$ cat config.mk
export PLATFORM = sky130hd
export DESIGN_NAME = lsfi_regs
export DESIGN_NICKNAME = d
export VERILOG_FILES = /design/src/lsfi_pkg.sv /design/src/lsfi_ahb_slave.sv /design/src/lsfi_host_decode.sv /design/src/lsfi_regs.sv
export SDC_FILE = /design/constraint.sdc
export NUM_CORES = 1
export LEC_CHECK = 0
export BUFFER_PORTS_ARGS = -buffer_cell sky130_fd_sc_hd__clkbuf_2
export CAP_MARGIN = 20
export CORE_ASPECT_RATIO = 1.75
export CORE_MARGIN = 2
export CORE_UTILIZATION = 45
export DETAILED_ROUTE_END_ITERATION = 6
export GPL_TIMING_DRIVEN = 1
export PLACE_DENSITY = 0.77
export SLEW_MARGIN = 30
export SYNTH_ARGS = -nofsm -noshare
export SYNTH_HDL_FRONTEND = slang
export SYNTH_HIERARCHICAL = 1
export SYNTH_SLANG_ARGS = --single-unit
$ cat constraint.sdc
create_clock -name clk -period 4.4 [get_ports clk]
set_input_delay 0.66 -clock clk [delete_from_list [all_inputs] [get_ports clk]]
set_output_delay 0.66 -clock clk [all_outputs]
set_load 0.02 [all_outputs]
$ cat src/lsfi_pkg.sv
package lsfi_pkg;

	// ==========================================================
	// Register byte addresses
	localparam logic [7:0] LSFI_OFS_STATUS  = 8'h00;
	localparam logic [7:0] LSFI_OFS_TXBUF0  = 8'h04;
	localparam logic [7:0] LSFI_OFS_TXBUF7  = 8'h20;
	localparam logic [7:0] LSFI_OFS_RXDATA  = 8'h24;
	localparam logic [7:0] LSFI_OFS_BASE_HI = 8'h28;
	localparam logic [7:0] LSFI_OFS_BASE_LO = 8'h2c;
	localparam logic [7:0] LSFI_OFS_SIZE    = 8'h30;
	localparam logic [7:0] LSFI_OFS_XSTATE  = 8'h34;

	// ==========================================================
	// Field positions and reset values
	localparam int         LSFI_BIT_TX_END  = 7;
	localparam int         LSFI_BIT_TX_PEND = 6;
	localparam int         LSFI_BIT_RX_END  = 5;
	localparam int         LSFI_RSV_MSB     = 4;
	localparam int         LSFI_WORD_LSB    = 2;
	localparam int         LSFI_TXBUF_CNT   = 8;
	localparam int         LSFI_RXBUF_CNT   = 4;
	localparam logic [7:0] LSFI_RST_BYTE    = 8'h00;
	localparam logic [2:0] LSFI_TX_LAST     = 3'h7;
	localparam logic [2:0] LSFI_RX_NONE     = 3'h0;
	localparam logic [2:0] LSFI_RX_MAX      = 3'h4;

	// ==========================================================
	// Host window decode
	localparam int         LSFI_WIN_LSB     = 20;
	localparam int         LSFI_FW_MSB      = 27;
	localparam int         LSFI_FADDR_W     = 23;
	localparam logic [3:0] LSFI_LO_IGNORE   = 4'h0;

	// ==========================================================
	// Bus side types
	typedef enum logic [1:0] {
		LSFI_SZ_1MB,
		LSFI_SZ_2MB,
		LSFI_SZ_4MB,
		LSFI_SZ_8MB
	} lsfi_size_e;

	typedef struct packed {
		logic        wr;
		logic        rd;
		logic [7:0]  addr;
		logic [31:0] wdata;
	} lsfi_req_s;

	typedef struct packed {
		logic        valid;
		logic        fw;
		logic [3:0]  idsel;
		logic [31:0] addr;
	} lsfi_host_s;

	typedef struct packed {
		logic                    sync;
		logic [LSFI_FADDR_W-1:0] faddr;
	} lsfi_hit_s;

endpackage : lsfi_pkg

$ cat src/lsfi_ahb_slave.sv
`timescale 1ns/1ps
module lsfi_ahb_slave
	import lsfi_pkg::*;
(
	input  wire logic        clk,
	input  wire logic        resetn,
	input  wire logic        hsel,
	input  wire logic [31:0] haddr,
	input  wire logic [1:0]  htrans,
	input  wire logic        hwrite,
	input  wire logic [2:0]  hsize,
	input  wire logic [31:0] hwdata,
	input  wire logic        hready,
	output logic             hreadyout,
	output lsfi_req_s        req
);

	// ==========================================================
	// One wait state per transfer so read data can be registered
	typedef struct packed {
		logic       pend;
		logic       wr;
		logic [7:0] addr;
		logic       busy;
		logic       rdy;
		lsfi_req_s  req;
	} lsfi_ahb_s;

	lsfi_ahb_s st_r, st_nxt;

	always_comb begin
		st_nxt         = st_r;
		st_nxt.req.wr  = 1'b0;
		st_nxt.req.rd  = 1'b0;
		st_nxt.rdy     = 1'b1;
		if (st_r.pend) begin
			st_nxt.pend = 1'b0;
			st_nxt.busy = 1'b1;
			// Writes wait for hwdata, which stands only in the data phase
			if (st_r.wr) begin
				st_nxt.req.wr    = 1'b1;
				st_nxt.req.addr  = st_r.addr;
				st_nxt.req.wdata = hwdata;
			end
		end else if (st_r.busy) begin
			st_nxt.busy = 1'b0;
		end
		if (hsel && htrans[1] && hready && !st_r.pend) begin
			st_nxt.pend = 1'b1;
			st_nxt.wr   = hwrite;
			st_nxt.addr = haddr[7:0];
			st_nxt.rdy  = 1'b0;
			// Reads start at once so the registered data stands when the wait state ends
			if (!hwrite) begin
				st_nxt.req.rd   = 1'b1;
				st_nxt.req.addr = haddr[7:0];
			end
		end
	end

	always_ff @(posedge clk or negedge resetn) begin
		if (!resetn) begin
			st_r     <= '0;
			st_r.rdy <= 1'b1;
		end else begin
			st_r <= st_nxt;
		end
	end

	assign hreadyout = st_r.rdy;
	assign req       = st_r.req;

endmodule : lsfi_ahb_slave

$ cat src/lsfi_host_decode.sv
`timescale 1ns/1ps
module lsfi_host_decode
	import lsfi_pkg::*;
(
	input  wire logic       clk,
	input  wire logic       resetn,
	input  lsfi_host_s      host,
	input  wire logic [7:0] base_hi,
	input  wire logic [7:0] base_lo,
	input  lsfi_size_e      size_sel,
	output lsfi_hit_s       hit
);

	// ==========================================================
	// Window compare, registered one cycle after the request
	typedef struct packed {
		lsfi_hit_s hit;
	} lsfi_dec_s;

	lsfi_dec_s   st_r, st_nxt;
	logic [31:0] base;
	logic [31:0] addr;
	logic [31:0] diff;
	logic [31:0] span;
	logic        id_ok;

	always_comb begin
		base  = {base_hi, base_lo[7:4], LSFI_LO_IGNORE, 16'h0000}; // RULE_13 RULE_16
		addr  = host.addr;
		id_ok = 1'b1;
		if (host.fw) begin
			// Firmware cycles carry the select code instead of the top nibble
			base[31:28] = 4'h0;
			addr[31:28] = 4'h0;
			id_ok       = (host.idsel == base_hi[7:4]); // RULE_15
		end
		diff = addr - base; // RULE_21
		span = 32'h0010_0000 << size_sel; // RULE_18
		st_nxt.hit.sync  = host.valid && id_ok && (addr >= base) && (diff < span); // RULE_14
		st_nxt.hit.faddr = diff[LSFI_FADDR_W-1:0] & span[LSFI_FADDR_W-1:0] - 23'h1; // RULE_21
		if (!host.valid) begin
			st_nxt.hit.faddr = st_r.hit.faddr;
		end
	end

	always_ff @(posedge clk or negedge resetn) begin
		if (!resetn) begin
			st_r <= '0;
		end else begin
			st_r <= st_nxt;
		end
	end

	assign hit = st_r.hit;

endmodule : lsfi_host_decode

$ cat src/lsfi_regs.sv
// Register access over AHB-Lite and the address map are this design's own decisions.
`timescale 1ns/1ps
// Function
// [RULE_01] Set transmit-end once write data shifted out
// [RULE_02] Clear transmit-end by read one, write zero
// [RULE_03] Transmit-pending set on enable, cleared on done
// [RULE_04] Set receive-end when flash data arrives
// [RULE_05] Idle: clear receive-end when count hits zero
// [RULE_06] Busy: clear receive-end after host reads
// [RULE_07] Eight transmit bytes sent in ascending order
// [RULE_08] Ignore transmit buffer writes while busy
// [RULE_09] Software writes buffers only in interrupt service
// [RULE_10] Four receive bytes behind one address
// [RULE_11] Receive read returns zero when count zero
// [RULE_12] Software reads receive data only in service
// [RULE_13] Two base bytes give host bits 31:16
// [RULE_14] Out-of-window host addresses get no sync
// [RULE_15] Firmware cycles match select against base nibble
// [RULE_16] Base bits 19:16 ignored in decode
// [RULE_17] Software leaves base and size alone when enabled
// [RULE_18] Size field selects 1, 2, 4, 8 MB
// [RULE_19] Window never larger than attached flash
// [RULE_20] Busy indication readable while direct transfer runs
// [RULE_21] Flash address is offset masked to size
module lsfi_regs
	import lsfi_pkg::*;
(
	input  wire logic        clk,
	input  wire logic        resetn,
	// AHB-Lite slave
	input  wire logic        hsel,
	input  wire logic [31:0] haddr,
	input  wire logic [1:0]  htrans,
	input  wire logic        hwrite,
	input  wire logic [2:0]  hsize,
	input  wire logic [31:0] hwdata,
	input  wire logic        hready,
	output logic             hreadyout,
	output logic             hresp,
	output logic [31:0]      hrdata,
	// Transfer engine side
	input  wire logic        direct_xfer_busy,
	input  wire logic [2:0]  rx_byte_count,
	input  wire logic        tx_enable_bit,
	input  wire logic        tx_byte_take,
	input  wire logic        tx_done,
	input  wire logic        rx_load,
	input  wire logic [31:0] rx_word,
	input  wire logic        host_rx_done,
	output logic [7:0]       tx_byte,
	output logic             tx_pending_flag,
	output logic             rx_data_read,
	// Host window
	input  lsfi_host_s       host,
	output lsfi_hit_s        host_hit
);

	// ==========================================================
	// Block state
	typedef struct packed {
		logic                           tx_end_flag;
		logic                           tx_end_seen;
		logic                           tx_pending_flag;
		logic                           rx_end_flag;
		logic                           rx_read_seen;
		logic [LSFI_RSV_MSB:0]          status_rsv;
		logic [LSFI_TXBUF_CNT-1:0][7:0] txbuf;
		logic [LSFI_RXBUF_CNT-1:0][7:0] rxbuf;
		logic [2:0]                     tx_ptr;
		logic [7:0]                     tx_byte;
		logic [7:0]                     base_hi;
		logic [7:0]                     base_lo;
		logic [7:0]                     size_reg;
		logic                           busy_q;
		logic                           rx_data_read;
		logic [31:0]                    hrdata;
	} lsfi_state_s;

	lsfi_state_s st_r, st_nxt;
	lsfi_req_s   req;
	logic        slv_ready;
	logic [7:0]  status_rd;
	logic [7:0]  rx_sel;
	logic [7:0]  rd_byte;
	logic [2:0]  tx_idx;
	logic        tx_hit;

	// ==========================================================
	// Bus front end
	lsfi_ahb_slave u_slave (
		.clk       (clk),
		.resetn    (resetn),
		.hsel      (hsel),
		.haddr     (haddr),
		.htrans    (htrans),
		.hwrite    (hwrite),
		.hsize     (hsize),
		.hwdata    (hwdata),
		.hready    (hready),
		.hreadyout (slv_ready),
		.req       (req)
	);

	// ==========================================================
	// Host address window
	lsfi_host_decode u_decode (
		.clk      (clk),
		.resetn   (resetn),
		.host     (host),
		.base_hi  (st_r.base_hi),
		.base_lo  (st_r.base_lo),
		.size_sel (lsfi_size_e'(st_r.size_reg[1:0])), // RULE_18
		.hit      (host_hit)
	);

	// ==========================================================
	// Read path helpers
	always_comb begin
		status_rd = {st_r.tx_end_flag, st_r.tx_pending_flag, st_r.rx_end_flag, st_r.status_rsv};
		rx_sel    = LSFI_RST_BYTE;
		// Count N of 1 to 4 returns the byte at index N-1; zero or any count above 4 returns zero
		if (rx_byte_count != LSFI_RX_NONE && rx_byte_count <= LSFI_RX_MAX) begin
			rx_sel = st_r.rxbuf[2'(rx_byte_count - 3'h1)]; // RULE_10
		end
		tx_hit = (req.addr >= LSFI_OFS_TXBUF0) && (req.addr <= LSFI_OFS_TXBUF7);
		tx_idx = 3'(req.addr[7:LSFI_WORD_LSB] - LSFI_OFS_TXBUF0[7:LSFI_WORD_LSB]);
	end

	always_comb begin
		rd_byte = LSFI_RST_BYTE;
		if (tx_hit) begin
			rd_byte = st_r.txbuf[tx_idx];
		end else begin
			unique case (req.addr)
				LSFI_OFS_STATUS:  rd_byte = status_rd;
				LSFI_OFS_RXDATA:  rd_byte = rx_sel; // RULE_11
				LSFI_OFS_BASE_HI: rd_byte = st_r.base_hi;
				LSFI_OFS_BASE_LO: rd_byte = st_r.base_lo;
				LSFI_OFS_SIZE:    rd_byte = st_r.size_reg;
				LSFI_OFS_XSTATE:  rd_byte = {7'h00, st_r.busy_q}; // RULE_20
				default:          rd_byte = LSFI_RST_BYTE;
			endcase
		end
	end

	// ==========================================================
	// Next state
	always_comb begin
		st_nxt              = st_r;
		st_nxt.busy_q       = direct_xfer_busy;
		st_nxt.rx_data_read = 1'b0;

		// Register reads; data stands until the next read
		if (req.rd) begin
			st_nxt.hrdata = {24'h000000, rd_byte};
			if (req.addr == LSFI_OFS_STATUS && st_r.tx_end_flag) begin
				st_nxt.tx_end_seen = 1'b1; // RULE_02
			end
			if (req.addr == LSFI_OFS_RXDATA) begin
				st_nxt.rx_data_read = 1'b1;
				st_nxt.rx_read_seen = 1'b1;
			end
		end

		// Register writes
		if (req.wr) begin
			if (tx_hit && !direct_xfer_busy) begin
				st_nxt.txbuf[tx_idx] = req.wdata[7:0]; // RULE_08
			end
			unique case (req.addr)
				LSFI_OFS_STATUS: begin
					st_nxt.status_rsv = req.wdata[LSFI_RSV_MSB:0];
					// Writing one leaves the flag alone
					if (!req.wdata[LSFI_BIT_TX_END] && st_r.tx_end_seen) begin
						st_nxt.tx_end_flag = 1'b0; // RULE_02
						st_nxt.tx_end_seen = 1'b0;
					end
				end
				LSFI_OFS_BASE_HI: st_nxt.base_hi  = req.wdata[7:0]; // RULE_13
				LSFI_OFS_BASE_LO: st_nxt.base_lo  = req.wdata[7:0]; // RULE_13
				LSFI_OFS_SIZE:    st_nxt.size_reg = req.wdata[7:0];
				default: begin
				end
			endcase
		end

		// Receive-end clearing, depending on who drains the data
		if (st_r.rx_end_flag) begin
			if (!direct_xfer_busy && st_r.rx_read_seen && rx_byte_count == LSFI_RX_NONE) begin
				st_nxt.rx_end_flag  = 1'b0; // RULE_05
				st_nxt.rx_read_seen = 1'b0;
			end
			if (direct_xfer_busy && host_rx_done) begin
				st_nxt.rx_end_flag  = 1'b0; // RULE_06
				st_nxt.rx_read_seen = 1'b0;
			end
		end

		// Receive load; set wins over any clear in the same cycle
		if (rx_load) begin
			st_nxt.rxbuf        = rx_word;
			st_nxt.rx_end_flag  = 1'b1; // RULE_04
			st_nxt.rx_read_seen = 1'b0;
		end

		// Transmit byte stream, pointer holds at the last buffer
		if (tx_byte_take && st_r.tx_ptr != LSFI_TX_LAST) begin
			st_nxt.tx_ptr = st_r.tx_ptr + 3'h1; // RULE_07
		end
		if (tx_enable_bit) begin
			st_nxt.tx_pending_flag = 1'b1; // RULE_03
			st_nxt.tx_ptr          = 3'h0; // RULE_07
		end
		st_nxt.tx_byte = st_nxt.txbuf[st_nxt.tx_ptr]; // RULE_07

		if (tx_done) begin
			st_nxt.tx_pending_flag = 1'b0; // RULE_03
			st_nxt.tx_end_flag     = 1'b1; // RULE_01
			st_nxt.tx_end_seen     = 1'b0;
		end
	end

	// ==========================================================
	// State register
	always_ff @(posedge clk or negedge resetn) begin
		if (!resetn) begin
			st_r <= '0;
		end else begin
			st_r <= st_nxt;
		end
	end

	// ==========================================================
	// Outputs, all from flops except hresp, which is tied low
	assign hreadyout       = slv_ready;
	assign hresp           = 1'b0;
	assign hrdata          = st_r.hrdata;
	assign tx_byte         = st_r.tx_byte;
	assign tx_pending_flag = st_r.tx_pending_flag;
	assign rx_data_read    = st_r.rx_data_read;

endmodule : lsfi_regs

==> flow_summary.json <==
{
  "status": "complete, no violations",
  "powerDensity_nw_per_um2": 401,
  "hold_violations": 0,
  "grt_pass1_vias": 8543,
  "num_vias": 8131,
  "drt_iter0_markers": 485,
  "placeableCoreArea_um2": 24000,
  "clock_power_share_pct": 32.9,
  "crit_family": "compound AO/OA/AOI/OAI gates",
  "regArea_um2": 5110,
  "finalWeightedCongestion": 0.934,
  "drcViolationCount": 0,
  "crit_required_ps": 4790,
  "max_cap_viol_count": 0,
  "r2r_setup_slack_ps": 1030,
  "die-area_um2": 25800,
  "p_sw_mw": 1.57,
  "multi_input_area_um2": 5260,
  "final_nets": 1277,
  "final.setup_skew_ps": 9.96,
  "cts.repair.resized": 0,
  "intPower_mw": 3.38,
  "grt.busiest_layer": "met2",
  "grt_use_met2_pct": 40.3,
  "seq_power_share_pct": 44.8,
  "clkTransAtPathRegs_ps": 70,
  "grt_max_degree": 105,
  "rsz0062_at_grt": "false",
  "fmax_ghz": 0.297,
  "io_pins": 221,
  "fin_ws_ps": 1030,
  "fillCellCount": 2092,
  "cts.path.max_buffers": 3,
  "place_area_um2": 11700,
  "postCtsSetupBuffers": 0,
  "cts_tree": "done",
  "clkLatencyLatePin_ps": 500,
  "endpoint_kind": "register",
  "start_kind": "register",
  "pwr-share-comb_pct": 22.3,
  "ir_drop_v": 0.000290,
  "setup_viol": 0,
  "hold_class": "in -> async",
  "post_synth_inst_count": 1002,
  "grt_overflow": 0,
  "synth_area_per_cell_um2": 11.0,
  "synthesis.area_um2": 11000,
  "path_cells": "buf_4, ha_1, nor3b_1, o21ai_1, nand2_1, a221oi_1, a21oi_1, mux2_2",
  "critPathMaxFanout": 20,
  "area_delta_synth_final_pct": 12.1,
  "cts_buffers": 19,
  "die_w_um": 122,
  "cts_hold_buf": 0,
  "grt_first_pass_wirelength_um": 43600,
  "design_area_um2": 12300,
  "grtUsageTotal_pct": 21.3,
  "max_stage_delay_ps": 660,
  "drtPass1Iterations": 6,
  "met1_usage_pct": 21.5,
  "cts.sinks": 204,
  "switching_share_pct": 31.6,
  "cts_htree_levels": 1,
  "met3_usage_pct": 2.62,
  "drive_gt1_share_pct": 31.2,
  "slew_viol_final": 0,
  "antenna_cells": 0,
  "p_leak_nw": 5.70,
  "slew_headroom_pct": 36.2,
  "fin_crit_ps": 3370,
  "post-dp-hpwl_um": 20100,
  "post_drt_wl_per_cell_um": 19.0,
  "tns_ps": 0,
  "wl_um": 26900,
  "power_mw": 4.95,
  "cp.arrival_ps": 3750,
  "tightestPinTransition_ps": 957,
  "cts-root-buf": "clkbuf_16",
  "yosysWarningCount": 6,
  "fin_util_pct": 51.3,
  "die_h_um": 211,
  "drtAntennaViolNets": 0,
  "finalCritPeriodShare_pct": 76.5,
  "pre_cts_ws_ps": 1070,
  "cp_num_buf_inv": 1,
  "drt-vias-per-instance": 5.74,
  "start_util_pct": 45.8,
  "crit_slowest_cell": "a221oi_1",
  "worstSetupPathType": "reg -> reg",
  "antenna_found_initial": 0,
  "port_buffers": 143,
  "rows": 75
}
-- placed cells by master, fill, tap and decap left out, types with 11 or more instances in the layout --
cell type	n
buf_4	14
mux4_2	24
clkbuf_2	142
conb_1	25
nand4_1	13
nor2_1	26
dfrtp_1	203
a21oi_1	33
o211ai_1	13
or3_1	21
mux2i_1	12
ha_1	25
nor4_1	13
o21ai_0	67
inv_1	33
nand2_1	108
nor3_1	29
mux2_2	108
clkbuf_16	19
nand2b_1	11
-- area by class of cell --
| type | instances | area share (%) |
|---|---|---|
| multi-input combinational | 681 | 42.6 |
| sequential | 204 | 41.4 |
| timing repair buffer | 158 | 6.89 |
| clock buffer | 28 | 4.70 |
| tap | 308 | 3.12 |
| inverter | 34 | 1.03 |
| clock inverter | 4 | 0.243 |
-- final timing paths --
kind / startpoint / endpoint / depth (start not counted)
setup / recovery: u_slave/req[34] / hrdata[2] / 8
hold / removal: resetn / u_slave/req[35] / 1
setup reg to reg: u_slave/req[34] / hrdata[2] / 8
hold reg to reg: st_r[40] / st_r[40] / 2
max in group asynchronous: resetn / hrdata[5] / 2
min in group clk: tx_done / tx_pending_flag / 2
-- worst reg2reg max path: cells and delay by family (launching register included) --
family	cells	cell delay, ps
mux	1	290
flops	1	370
simple gates	2	710
compound gates	3	1320
fa+ha+maj	1	300
buf+inv	1	260
-- routing by layer --
| layer | part of all wire, % | routed length (um) |
|---|---|---|
| met1 | 34 | 9130 |
| met2 | 55 | 14900 |
| met3 | 4.6 | 1240 |
| met4 | 6.0 | 1610 |
| met5 | 0 | 0 |
-- sequential cells by signal, summed over array words and instances, names as in the netlist, 8 cells and up --
signal / count
st_r: 133
hrdata: 8
u_decode/hit: 24
u_slave/req: 18
u_slave/st_r: 10
tx_byte: 8
-- metrics by stage --
stage	instances	hold WS, ps
after global placement	1385	461
after detailed placement	1385	475
after floorplan	1026	364
after global routing	1417	325
final	1417	231
after CTS	1417	283
-- power groups by stage --
stage,Combinational (mW),Sequential [mW],Clock [mW]
3_5_place_dp,1.09,2.25,0
4_1_cts,1.10,2.21,1.66
3_3_place_gp,1.06,2.24,0
5_1_grt,1.20,2.24,1.73
2_1_floorplan,0.880,2.17,0
6_report,1.10,2.22,1.63
(Power assumes the default switching activity.)
